## src/pxb_pkg.sv

```systemverilog
package pxb_pkg;
  // ==========================================================================
  // register placement
  localparam logic [7:0] STATUS_OFFSET = 8'h84;
  localparam int REG_INDEX_LSB = 2;
  localparam int REG_INDEX_MSB = 7;

  // ==========================================================================
  // configuration address phase fields
  localparam int AD_TYPE_LSB = 0;
  localparam int AD_TYPE_MSB = 1;
  localparam int AD_FUNC_LSB = 8;
  localparam int AD_FUNC_MSB = 10;
  localparam int AD_DEV_LSB = 11;
  localparam int AD_DEV_MSB = 15;
  localparam logic [1:0] AD_TYPE0 = 2'h0;

  // configuration commands
  localparam logic [3:0] CMD_CFG_READ = 4'ha;
  localparam logic [3:0] CMD_CFG_WRITE = 4'hb;

  // ==========================================================================
  // status field layout
  localparam int FUNC_LSB = 0;
  localparam int FUNC_MSB = 2;
  localparam int DEV_LSB = 3;
  localparam int DEV_MSB = 7;
  localparam int BUS_LSB = 8;
  localparam int BUS_MSB = 15;
  localparam int WIDE_BIT = 16;
  localparam int FAST_BIT = 17;
  localparam int DISCARD_BIT = 18;
  localparam int UNEXPECTED_BIT = 19;
  localparam int OVERRUN_BIT = 20;
  localparam int DELAYED_BIT = 21;
  localparam int FLAG_LANE = 2;

  // ==========================================================================
  // reset values
  localparam logic [2:0] FUNC_RESET = 3'h0;
  localparam logic [4:0] DEV_RESET = 5'h1f;
  localparam logic [7:0] BUS_RESET = 8'hff;
  localparam logic [31:0] DATA_ZERO = 32'h0;

  // function this device answers as (single function device)
  localparam logic [2:0] OWN_FUNCTION = 3'h0;
endpackage : pxb_pkg

```

## src/pxb_sync2.sv

```systemverilog
`timescale 1ns/10ps
`default_nettype none
module pxb_sync2 (
  input wire logic clock,
  input wire logic rst,
  input wire logic d,
  output logic q
);
  logic stage1;
  logic next_stage1;
  logic next_q;

  always_comb begin
    next_stage1 = d;
    next_q = stage1;
    if (rst) begin
      next_stage1 = 1'b0;
      next_q = 1'b0;
    end
  end

  always_ff @(posedge clock) begin
    stage1 <= next_stage1;
    q <= next_q;
  end
endmodule : pxb_sync2
`default_nettype wire

```

## src/pxb_flag.sv

```systemverilog
`timescale 1ns/10ps
`default_nettype none
module pxb_flag (
  input wire logic clock,
  input wire logic rst,
  input wire logic enable,
  input wire logic setEvent,
  input wire logic clearReq,
  output logic q
);
  logic next_q;

  // set wins over a clear in the same cycle; disabled flag holds zero
  always_comb begin
    next_q = q;
    if (clearReq) begin
      next_q = 1'b0;
    end
    if (setEvent) begin
      next_q = 1'b1;
    end
    if (rst || !enable) begin
      next_q = 1'b0;
    end
  end

  always_ff @(posedge clock) begin
    q <= next_q;
  end
endmodule : pxb_flag
`default_nettype wire

```

## src/pxb_primary_status.sv

```systemverilog
`timescale 1ns/10ps
`default_nettype none
module pxb_primary_status
  import pxb_pkg::*;
(
  input wire logic clock,
  input wire logic rst,
  // bridge mode and reset-time pins (asynchronous)
  input wire logic reverseMode,
  input wire logic wide_device_strap,
  input wire logic wide_request_line_low,
  // configuration transaction from the primary target front end
  input wire logic cfgStrobe,
  input wire logic [3:0] cfgCommand,
  input wire logic cfgSelect,
  input wire logic [31:0] cfgAddress,
  input wire logic [3:0] cfgByteEnable,
  input wire logic [31:0] cfgWriteData,
  output logic cfgHit,
  output logic [31:0] cfgReadData,
  output logic cfgReadValid,
  // primary bus number from the type 1 header
  input wire logic [7:0] primaryBusNumber,
  // interface modes
  input wire logic primaryIsPcix,
  input wire logic secondaryIsPcix,
  // split transaction events
  input wire logic completionDiscarded,
  input wire logic unexpectedCompletion,
  input wire logic [15:0] unexpectedRequesterId,
  input wire logic completionOverrun,
  input wire logic requestDelayed,
  // identity for split completions
  output logic [15:0] completerId,
  output logic mixedModeIdUse,
  // status register view
  output logic [31:0] statusValue
);
  // ==========================================================================
  // pin synchronisers
  // reset clears both stages, so synced pins lag release by two edges
  logic reverseSync;
  logic wideStrapSync;
  logic requestLowSync;

  pxb_sync2 u_syncReverse (
    .clock(clock),
    .rst(rst),
    .d(reverseMode),
    .q(reverseSync)
  );

  pxb_sync2 u_syncStrap (
    .clock(clock),
    .rst(rst),
    .d(wide_device_strap),
    .q(wideStrapSync)
  );

  pxb_sync2 u_syncRequest (
    .clock(clock),
    .rst(rst),
    .d(wide_request_line_low),
    .q(requestLowSync)
  );

  // ==========================================================================
  // configuration decode
  logic typeZero;
  logic functionMatch;
  logic addressed;
  logic writeAddressed;
  logic readAddressed;
  logic statusSelected;
  logic [5:0] regIndex;

  // addressed only with select, type 0 and our function
  always_comb begin
    typeZero = cfgAddress[AD_TYPE_MSB:AD_TYPE_LSB] == AD_TYPE0;
    functionMatch = cfgAddress[AD_FUNC_MSB:AD_FUNC_LSB] == OWN_FUNCTION;
    addressed = cfgStrobe && cfgSelect && typeZero && functionMatch;
    writeAddressed = addressed && (cfgCommand == CMD_CFG_WRITE);
    readAddressed = addressed && (cfgCommand == CMD_CFG_READ);
    regIndex = cfgAddress[REG_INDEX_MSB:REG_INDEX_LSB];
    statusSelected = regIndex == STATUS_OFFSET[REG_INDEX_MSB:REG_INDEX_LSB];
  end

  // ==========================================================================
  // identity fields
  logic [2:0] functionId;
  logic [4:0] deviceId;
  logic [7:0] busId;
  logic [2:0] next_functionId;
  logic [4:0] next_deviceId;
  logic [7:0] next_busId;

  always_comb begin
    next_functionId = functionId;
    next_deviceId = deviceId;
    next_busId = primaryBusNumber;
    if (writeAddressed) begin
      // device field from any addressed write
      next_deviceId = cfgAddress[AD_DEV_MSB:AD_DEV_LSB];
      next_functionId = cfgAddress[AD_FUNC_MSB:AD_FUNC_LSB];
    end
    if (rst) begin
      next_functionId = FUNC_RESET;
      next_deviceId = DEV_RESET;
      next_busId = BUS_RESET;
    end
  end

  always_ff @(posedge clock) begin
    functionId <= next_functionId;
    deviceId <= next_deviceId;
    busId <= next_busId;
  end

  // ==========================================================================
  // capability bits
  logic rstSeen;
  logic settleA;
  logic settleB;
  logic captureNow;
  logic wideCaptured;
  logic wideBit;
  logic fastBit;
  logic next_rstSeen;
  logic next_settleA;
  logic next_settleB;
  logic next_wideCaptured;
  logic next_wideBit;
  logic next_fastBit;

  // sample request line as it stood at release
  // synced copy is only valid two edges later, so capture then
  always_comb begin
    next_rstSeen = rst;
    next_settleA = rstSeen;
    next_settleB = settleA;
    captureNow = settleB && !settleA;
    next_wideCaptured = wideCaptured;
    if (captureNow) begin
      next_wideCaptured = requestLowSync;
    end
    if (rst) begin
      next_wideCaptured = 1'b0;
    end
  end

  always_comb begin
    // strap sets wide support in forward mode
    next_wideBit = wideStrapSync;
    if (reverseSync) begin
      // reverse mode uses captured request line
      next_wideBit = wideCaptured;
    end
    // fast capable only in reverse mode
    next_fastBit = reverseSync;
    if (rst) begin
      next_wideBit = 1'b0;
      next_fastBit = 1'b0;
    end
  end

  always_ff @(posedge clock) begin
    rstSeen <= next_rstSeen;
    settleA <= next_settleA;
    settleB <= next_settleB;
    wideCaptured <= next_wideCaptured;
    wideBit <= next_wideBit;
    fastBit <= next_fastBit;
  end

  // ==========================================================================
  // sticky split flags
  logic clearLane;
  logic discardFlag;
  logic unexpectedFlag;
  logic overrunFlag;
  logic delayedFlag;
  logic unexpectedMatch;

  always_comb begin
    clearLane = writeAddressed && statusSelected && cfgByteEnable[FLAG_LANE];
    // requester must equal our bus, device, function
    unexpectedMatch = unexpectedCompletion && (unexpectedRequesterId == completerId);
  end

  pxb_flag u_flagDiscard (
    .clock(clock),
    .rst(rst),
    .enable(!reverseSync),
    .setEvent(completionDiscarded),
    .clearReq(clearLane && cfgWriteData[DISCARD_BIT]),
    .q(discardFlag)
  );

  pxb_flag u_flagUnexpected (
    .clock(clock),
    .rst(rst),
    .enable(reverseSync),
    .setEvent(unexpectedMatch),
    .clearReq(clearLane && cfgWriteData[UNEXPECTED_BIT]),
    .q(unexpectedFlag)
  );

  pxb_flag u_flagOverrun (
    .clock(clock),
    .rst(rst),
    .enable(1'b1),
    .setEvent(completionOverrun),
    .clearReq(clearLane && cfgWriteData[OVERRUN_BIT]),
    .q(overrunFlag)
  );

  // delayed flag; limit lives upstream, event arrives ready-made
  pxb_flag u_flagDelayed (
    .clock(clock),
    .rst(rst),
    .enable(1'b1),
    .setEvent(requestDelayed),
    .clearReq(clearLane && cfgWriteData[DELAYED_BIT]),
    .q(delayedFlag)
  );

  // ==========================================================================
  // status word and completer identity
  logic [31:0] statusWord;

  always_comb begin
    statusWord = DATA_ZERO;
    statusWord[FUNC_MSB:FUNC_LSB] = functionId;
    statusWord[DEV_MSB:DEV_LSB] = deviceId;
    statusWord[BUS_MSB:BUS_LSB] = busId;
    statusWord[WIDE_BIT] = wideBit;
    statusWord[FAST_BIT] = fastBit;
    statusWord[DISCARD_BIT] = discardFlag;
    statusWord[UNEXPECTED_BIT] = unexpectedFlag;
    statusWord[OVERRUN_BIT] = overrunFlag;
    statusWord[DELAYED_BIT] = delayedFlag;
  end

  // completer ID from bus, device, function
  always_comb begin
    completerId = {busId, deviceId, functionId};
    // identity also used in mixed mode
    mixedModeIdUse = primaryIsPcix ^ secondaryIsPcix;
    statusValue = statusWord;
  end

  // ==========================================================================
  // configuration read answer
  logic [31:0] next_cfgReadData;
  logic next_cfgReadValid;
  logic next_cfgHit;

  // any addressed read answers; only the status index returns data
  always_comb begin
    next_cfgReadData = DATA_ZERO;
    next_cfgReadValid = readAddressed;
    next_cfgHit = addressed && statusSelected;
    if (readAddressed && statusSelected) begin
      next_cfgReadData = statusWord;
    end
    if (rst) begin
      next_cfgReadData = DATA_ZERO;
      next_cfgReadValid = 1'b0;
      next_cfgHit = 1'b0;
    end
  end

  always_ff @(posedge clock) begin
    cfgReadData <= next_cfgReadData;
    cfgReadValid <= next_cfgReadValid;
    cfgHit <= next_cfgHit;
  end
endmodule : pxb_primary_status
`default_nettype wire

```

## config.mk

```make
export PLATFORM = sky130hd
export DESIGN_NAME = pxb_primary_status
export DESIGN_NICKNAME = d
export VERILOG_FILES = /design/src/pxb_pkg.sv /design/src/pxb_sync2.sv /design/src/pxb_flag.sv /design/src/pxb_primary_status.sv
export SDC_FILE = /design/constraint.sdc
export NUM_CORES = 1
export LEC_CHECK = 0
export BUFFER_PORTS_ARGS = -buffer_cell sky130_fd_sc_hd__buf_2
export CORE_MARGIN = 1.5
export CORE_UTILIZATION = 34
export CTS_CLUSTER_SIZE = 10
export DETAILED_ROUTE_END_ITERATION = 6
export PLACE_DENSITY = 0.76
export REMOVE_ABC_BUFFERS = 1
export SYNTH_ARGS = -nofsm -noshare
export SYNTH_HDL_FRONTEND = slang
export SYNTH_SLANG_ARGS = --single-unit
```

## constraint.sdc

```tcl
create_clock -name clock -period 1.4 [get_ports clock]
set_input_delay 0.28 -clock clock [delete_from_list [all_inputs] [get_ports clock]]
set_output_delay 0.28 -clock clock [all_outputs]
set_load 0.1 [all_outputs]
```

==> metrics, run 1 <==
Initial DRC Count 27; Synth Warn # 0; largest net degree at the start of global routing 30; vias in the first global route about 1700; Synth area leader dfxtp_1; Post-synth EDFFs 0; synth top area cells dfxtp_1 (50%), buf_4 (14%), and2_1 (6.5%), xor2_1 (6.3%), nor2b_1 (2.3%); minimum clock period 1410 ps; vias per inst around 4.2; Finish-stage setup viols 2; RePlAce Congestion between 0.6 and 0.7; post-synthesis sequential area ratio 50.4%; Area growth, synth to finish 49.4%; final WL ~5000 um; drt first pass iters 4; initial antenna violation count 0; initial core utilization 35.0%; CTS tree done; Total GRT Usage between 10% and 20%; DIE HEIGHT ~84 um; Mapped Area 0.00222 sq mm; Worst EP required about 1100 ps; first-pass GRT wire length 7820 um; Synth cell types 31; core area ~0.0063 sq mm; slowest stage delay, CP around 440 ps; Vias ~1800; # DRC 0; flop and latch count out of synthesis 56; # placed instances between 400 and 500; TritonCTS Buffers 5; Setup crit end kind output port; layout cells sized above 1 between 40% and 50%; Static Leak approximately 0.0016 uW; total grt overflow 0; Ports roughly 190; Slew @ Worst Pin about 520 ps; ys async rst share 0%; crit path cell chain buf_2; outcome finished, violations left; antenna-violating nets left 0; CTS Buffer Depth 2; Synth top area share between 50% and 60%; Hold Crit Class in -> reg; Skew-Pair Late Insertion Delay ~300 ps; clk_skew about 9 ps; top cells by count, synth dfxtp_1 (56), buf_4 (42), and2_1 (23); CP Launch Type register; Post-Syn Instances around 220; most common cell in the synthesized netlist dfxtp_1; VDD IR max ~0.00050 V; final net count approximately 450; CP Class reg -> out; max-slew violation count 0; Synth Area per Inst 10.3 sq um; slowest CP cell buf_2; wire length per cell approximately 12 um; cell family with most CP delay buffers and inverters; number of port buffers around 120; Max Clk Rate a little over 0.7 GHz; fin crit share 101%; n_diodes 0; Clock Sinks between 50 and 60; H-Tree Depth 2; row cnt 29; max-cap check violation count 0; Reg clk slew, reported paths roughly 100 ps; TNS Setup -23.9 ps; Final Hold Viols 0; Setup WS post-layout -12.0 ps; clock tree root buffer cell clkbuf_8; fin cells between 400 and 500; DIE AREA roughly 0.007 sq mm; prevailing post-synth register cell dfxtp_1; DIE WIDTH approximately 84 um; pwr dens 1000 mW/mm^2; Post-DP HPWL roughly 4000 um; RSZ-0062 raised after global routing true; slew margin rel. ~66%; worst path bufs/invs 1; failing checks negative setup slack; Worst EP arrival roughly 1100 ps; crit-path max FO 4
-- layout by cell type, fill, tap and decap left out, types with 3 or more instances in the layout --
cell type and count:
a211o_1 5, and2_1 23, buf_12 25, buf_2 88, buf_4 24, clkbuf_4 7, clkbuf_8 6, conb_1 20
dfxtp_1 56, inv_1 9, nor2_1 11, nor2b_1 8, nor3_1 4, nor3b_1 3, or2_2 8, xor2_1 16
-- path summary, 6_finish.rpt --
path                                           from                  to  slack, ps  depth (start not counted)
worst max register to register          deviceId[3]  u_flagUnexpected.q        130                          5
worst min register to register         next_settleA        next_settleB        330                          0
worst min-delay path            primaryBusNumber[7]            busId[7]        150                          2
worst max-delay path                       busId[0]      statusValue[8]        -10                          1
-- timing repair --
action	4_1_cts	5_1_grt
setup endpoints to repair	13	10
buffers inserted	0	0
endpoints found under the hold margin	0	0
resized for setup	7	9
hold buffers	0	0
pin swaps	0	1
-- area by class of cell --
cell class	count	area, sq um
clock buffer	6	82.6
clock inverter	2	13.8
fill	567	3030
sequential	56	1120
multi-input combinational	122	800
tap	77	96.3
inverter	9	33.8
timing repair buffer	144	1170
-- registers in the layout (all words and copies together) (netlist names), 3 cells and up --
register / count
deviceId: 5
cfgReadData: 22
functionId: 3
busId: 8
-- metrics by stage --
stage / power, uW / hold slack (ps) / setup slack [ps] / util [%] / area, sq um
after floorplan: 2240 / 308 / -967 / - / 1940
after global placement: 2440 / 311 / -154 / 50.1 / 3180
after detailed placement: 2450 / 314 / -185 / 50.1 / 3180
after CTS: 3370 / 139 / -35.1 / 51.9 / 3300
after global routing: 3480 / 131 / -83.0 / 52.3 / 3320
final: 3330 / 151 / -12.0 / 52.3 / 3320
-- report_power, final --
group	switching (uW)	total, uW	internal (uW)
Combinational	592	775	183
Sequential	21.0	1650	1630
Clock	500	905	405
Total	1110	3330	2210
-- cell families after synthesis --
logic type      after synthesis  synth area share (%)
xor+xnor                     17                  6.70
simple gates                 72                  20.6
other cells                   1                 0.169
mux                           2                 0.900
compound gates               11                  3.83
buf+inv                      57                  17.4
flops                        56                  50.4
-- per-layer routing --
metal / share of wire [%] / global-route usage (%) / up-vias
met2: 53 / 26.4 / 88
li1: - / - / 872
met1: 38 / 14.9 / 793
met4: 1.6 / 4.77 / 0
met3: 7.4 / 4.55 / 10
met5: 0 / 0 / -
(Power assumes the default switching activity.)
==> run 2: changes to the inputs <==
--- a/config.mk
+++ b/config.mk
@@ -10,6 +10,7 @@
 export CORE_UTILIZATION = 34
 export CTS_CLUSTER_SIZE = 10
 export DETAILED_ROUTE_END_ITERATION = 6
+export MAX_ROUTING_LAYER = met4
 export PLACE_DENSITY = 0.76
 export REMOVE_ABC_BUFFERS = 1
 export SYNTH_ARGS = -nofsm -noshare
==> metrics, run 2 (synthesized netlist as in run 1, its figures left out) <==
sw power 1110 uW (about the same); Total GRT Usage 14.5% (was 14.2%); Post-DP HPWL 3970 um (unchanged); slowest stage delay, CP 440 ps (about the same); CTS Buffer Depth 2 (unchanged); fin crit share 101% (about the same); initial antenna violation count 0 (unchanged); RePlAce Congestion 0.686 (was 0.679); DIE AREA 0.00703 sq mm (unchanged); Worst EP required 1120 ps (about the same); slowest CP cell buf_2 (unchanged); Sw Share 33.4% (was 33.5%); cell family with most CP delay buffers and inverters (unchanged); outcome finished, violations left (unchanged); sequential cell area 0.00112 sq mm (unchanged); fin cells 416 (unchanged); final WL 4930 um (about the same); most common cell after layout, fill and taps aside buf_2 (unchanged); Design Area, Final 0.00332 sq mm (unchanged); Clock Power Share 27.2% (about the same); Setup WS post-layout -11.3 ps (was -12.0 ps); sequential share of power 49.5% (about the same); Slew @ Worst Pin 516 ps (unchanged); minimum clock period 1410 ps (about the same); max reg flops 22 (unchanged); fill count 567 (unchanged); max-slew violation count 0 (unchanged); worst path bufs/invs 1 (unchanged); row cnt 29 (unchanged); Min Hold Slack 151 ps (about the same); drt first pass iters 4 (unchanged); total grt overflow 0 (unchanged); Static Leak 0.00164 uW (unchanged); CP Class reg -> out (unchanged); failing checks negative setup slack (unchanged); DIE HEIGHT 83.9 um (unchanged); RSZ-0062 raised after global routing true (unchanged); Skew-Pair Late Insertion Delay 300 ps (about the same); Max Clk Rate 0.709 GHz (was 0.708 GHz); Comb power frac 23.3% (about the same); n_diodes 0 (unchanged); DIE WIDTH 83.9 um (unchanged); initial core utilization 35.0% (unchanged); TritonCTS Buffers 5 (unchanged); vias per inst 4.24 (about the same); H-Tree Depth 2 (unchanged); Pint 2210 uW (about the same); Vias 1762 (was 1763); crit-path max FO 4 (unchanged); area of the multi-input gates 800 sq um (unchanged); most flop-heavy register cfgReadData (unchanged); vias in the first global route 1702 (was 1695); Final Hold Viols 0 (unchanged); pwr dens 1000 mW/mm^2 (about the same); clock tree root buffer cell clkbuf_8 (unchanged); layout cells sized above 1 49.0% (unchanged); Initial DRC Count 28 (was 27); Worst EP arrival 1130 ps (about the same); antenna-violating nets left 0 (unchanged); most frequent cells in the layout buf_2 (88), dfxtp_1 (56), buf_12 (25) (unchanged); largest net degree at the start of global routing 30 (unchanged); # placed instances 408 (unchanged); number of port buffers 124 (unchanged); first-pass GRT wire length 7810 um (was 7820 um); # DRC 0 (unchanged); Finish-stage setup viols 2 (unchanged); core area 0.00635 sq mm (unchanged); largest registers cfgReadData: 22 flops, busId: 8 flops, deviceId: 5 flops (unchanged); Placed Area 0.00318 sq mm (unchanged); Setup crit end kind output port (unchanged); Ports 192 (unchanged); pre-CTS setup slack -185 ps (unchanged); Clock Sinks 56 (unchanged); CP Launch Type register (unchanged); slew margin rel. 65.8% (unchanged); final net count 447 (unchanged); max-cap check violation count 0 (unchanged); crit path cell chain buf_2 (unchanged); Reg clk slew, reported paths 100 ps (about the same); VDD IR max 0.000499 V (was 0.000500 V); clk_skew 8.92 ps (was 9.03 ps); CTS tree done (unchanged); Area growth, synth to finish 49.4% (unchanged); wire length per cell 11.9 um (about the same); Hold Crit Class in -> reg (unchanged)
==> run 2: through the flow <==
stage	utilization [%]	total power, uW	setup TNS (ps)
6_report	52.3	3330	-22.5
3_5_place_dp	50.1	2450	-4590
2_1_floorplan	-	2240	-30170
3_3_place_gp	50.1	2440	-3980
5_1_grt	52.3	3480	-162
4_1_cts	51.9	3370	-204
==> run 2: worst paths after layout <==
path,startpoint,cells past startpoint,endpoint,slack (ps)
max,busId[0],1,statusValue[8],-10
min,primaryBusNumber[7],2,busId[7],150
max reg2reg,deviceId[3],5,u_flagUnexpected.q,130
min reg2reg,next_settleA,0,next_settleB,330
==> run 2: power by group through the flow <==
| stage | clock [uW] | sequential (uW) | combinational, uW |
|---|---|---|---|
| floorplan | 0 | 1920 | 320 |
| global placement | 0 | 1680 | 755 |
| detailed placement | 0 | 1680 | 762 |
| CTS | 948 | 1650 | 770 |
| global route | 1030 | 1650 | 805 |
| finish | 905 | 1650 | 775 |
==> run 2: repair_timing <==
item,in CTS,in global routing
gates resized for setup,7,9
pin swaps,0,1
setup endpoints to repair,13,10
setup buffers,0,0
hold buffers,0,0
endpoints found under the hold margin,0,0
==> run 2: layer usage <==
layer / GRT usage, % / vias up / wire (um)
met4: 4.77 / 0 / 80
li1: - / 872 / -
met1: 15.3 / 792 / 1900
met5: - / - / 0
met3: 3.86 / 10 / 326
met2: 26.4 / 88 / 2630
==> run 2: layout make-up <==
type	count	share of cell area, %
clock buffer	6	2.49
clock inverter	2	0.414
inverter	9	1.02
multi-input combinational	122	24.1
sequential	56	33.8
tap	77	2.90
timing repair buffer	144	35.3
==> run 3: changes to the inputs <==
--- a/config.mk
+++ b/config.mk
@@ -5,7 +5,7 @@
 export SDC_FILE = /design/constraint.sdc
 export NUM_CORES = 1
 export LEC_CHECK = 0
-export BUFFER_PORTS_ARGS = -buffer_cell sky130_fd_sc_hd__buf_2
+export BUFFER_PORTS_ARGS = -buffer_cell sky130_fd_sc_hd__buf_4
 export CORE_MARGIN = 1.5
 export CORE_UTILIZATION = 34
 export CTS_CLUSTER_SIZE = 10
==> metrics, run 3 (synthesized netlist as in run 1, its figures left out) <==
Setup crit end kind output port (unchanged); Max Clk Rate 0.732 GHz (was 0.709 GHz); Worst EP arrival 1090 ps (was 1130 ps); DIE HEIGHT 83.9 um (unchanged); layout cells sized above 1 48.8% (was 49.0%); Design Area, Final 0.00322 sq mm (was 0.00332 sq mm); antenna-violating nets left 0 (unchanged); Vias 1698 (was 1762); slowest CP cell dfxtp_1 (was buf_2); final core occ 50.7% (was 52.3%); Post-DP HPWL 3980 um (was 3970 um); outcome completed (was finished, violations left); # placed instances 403 (was 408); H-Tree Depth 2 (unchanged); DIE WIDTH 83.9 um (unchanged); vias per inst 4.13 (was 4.24); Static Leak 0.00156 uW (was 0.00164 uW); minimum clock period 1370 ps (was 1410 ps); met2 wire length 2550 um (was 2630 um); Finish-stage setup viols 0 (was 2); core area 0.00635 sq mm (unchanged); Initial DRC Count 63 (was 28); DIE AREA 0.00703 sq mm (unchanged); initial core utilization 35.0% (unchanged); Metal-1 WL 1970 um (was 1900 um); most flop-heavy register cfgReadData (unchanged); routed wl met3 369 um (was 326 um); Reg clk slew, reported paths 90 ps (was 100 ps); highest metal used met4 (unchanged); most frequent cells in the layout buf_4 (134), dfxtp_1 (54), and2_1 (23) (was buf_2 (88), dfxtp_1 (56), buf_12 (25)); RR Endpoint u_flagUnexpected.q (unchanged); largest registers cfgReadData: 22 flops, busId: 8 flops, deviceId: 5 flops (unchanged); first-pass GRT wire length 7650 um (was 7810 um); Ports 192 (unchanged); CP Launch Point deviceId[3] (was busId[0]); fin crit share 97.6% (was 101%); Area growth, synth to finish 44.9% (was 49.4%); CP Launch Type register (unchanged); RePlAce Congestion 0.770 (was 0.686); crit-path max FO 4 (unchanged); max reg flops 22 (unchanged); area of the multi-input gates 800 sq um (unchanged); buffer count from post-CTS setup fixing 0 (unchanged); number of port buffers 124 (unchanged); crit path cell chain buf_4 -> buf_4 (was buf_2); wire length per cell 12.0 um (was 11.9 um); CTS Buffer Depth 2 (unchanged); clock tree root buffer cell clkbuf_8 (unchanged); max-cap check violation count 0 (unchanged); sequential cell area 0.00112 sq mm (about the same); Final Hold Viols 0 (unchanged); Worst R2R Path Depth 5 (unchanged); # DRC 0 (unchanged); worst setup path endpoint completerId[6] (was statusValue[8]); max-slew violation count 0 (unchanged); Skew-Pair Late Insertion Delay 300 ps (about the same); CP Class reg -> out (unchanged); Clock Sinks 56 (unchanged); most common cell after layout, fill and taps aside buf_4 (was buf_2); total grt overflow 0 (unchanged); vias in the first global route 1585 (was 1702); n_diodes 0 (unchanged); clk_skew 7.00 ps (was 8.92 ps); fin cells 411 (was 416); reg-to-reg slack, setup 90 ps (was 130 ps); CP dominant cell by count buf_4; final WL 4920 um (was 4930 um); Worst EP required 1120 ps (about the same); RSZ-0062 raised after global routing true (unchanged); Hold Path Depth 2 (unchanged); row cnt 29 (unchanged); CTS tree done (unchanged); drt first pass iters 3 (was 4); slowest stage delay, CP 370 ps (was 440 ps); VDD IR max 0.000585 V (was 0.000499 V); Total GRT Usage 14.2% (was 14.5%); initial antenna violation count 0 (unchanged); Hold Crit Class in -> reg (unchanged); worst r2r src functionId[1] (was deviceId[3]); Placed Area 0.00309 sq mm (was 0.00318 sq mm); largest net degree at the start of global routing 30 (unchanged); fill count 596 (was 567); final net count 442 (was 447); TritonCTS Buffers 5 (unchanged); pwr dens 1040 mW/mm^2 (was 1000 mW/mm^2)
run 3: critical path: cells and delay by family (launching register included):
family | cells | cell delay (ps)
buffers and inverters | 2 | 420
flip-flops | 1 | 370
run 3: worst min path at each step:
stage	startpoint	end	slack, ps
2_1_floorplan	rst	next_settleA	310
3_3_place_gp	next_settleA	next_settleB	310
3_5_place_dp	next_settleA	next_settleB	310
4_1_cts	cfgWriteData[18]	u_flagDiscard.q	140
5_1_grt	primaryBusNumber[2]	busId[2]	130
6_report	primaryBusNumber[6]	busId[6]	150
run 3: power breakdown:
part | internal (uW) | leakage [uW] | total [uW] | switching [uW]
registers | 1630 | 0.000456 | 1650 | 23.3
logic | 204 | 0.00105 | 787 | 583
clock network | 406 | 0.0000516 | 912 | 507
total | 2240 | 0.00156 | 3350 | 1110
run 3: routing by layer:
layer,track usage (%),vias to the layer above
met5,-,-
met4,3.58,0
met3,3.86,4
met2,25.4,84
met1,15.6,752
li1,-,858
run 3: metrics by stage:
stage	setup slack [ps]	power, uW	TNS, ps	hold slack [ps]
after floorplan	-967	2240	-30170	308
after global placement	-174	2460	-4460	310
after detailed placement	-191	2470	-4840	312
after CTS	10.5	3400	0	143
after global routing	-32.6	3490	-123	134
final	33.1	3350	0	155
run 3: area by class of cell:
cell class | count | area share, %
Inverter | 9 | 1.05
Sequential cell | 56 | 34.9
Tap cell | 77 | 2.99
Timing Repair Buffer | 139 | 33.3
Multi-Input combinational cell | 122 | 24.8
Clock buffer | 6 | 2.56
Clock inverter | 2 | 0.427
run 3: repair_timing:
| action | 4_1_cts | 5_1_grt |
|---|---|---|
| pin swaps | 0 | 2 |
| cloned | 0 | 0 |
| setup endpoints to repair | 1 | 9 |
| gates resized for setup | 2 | 7 |
| hold buffers | 0 | 0 |
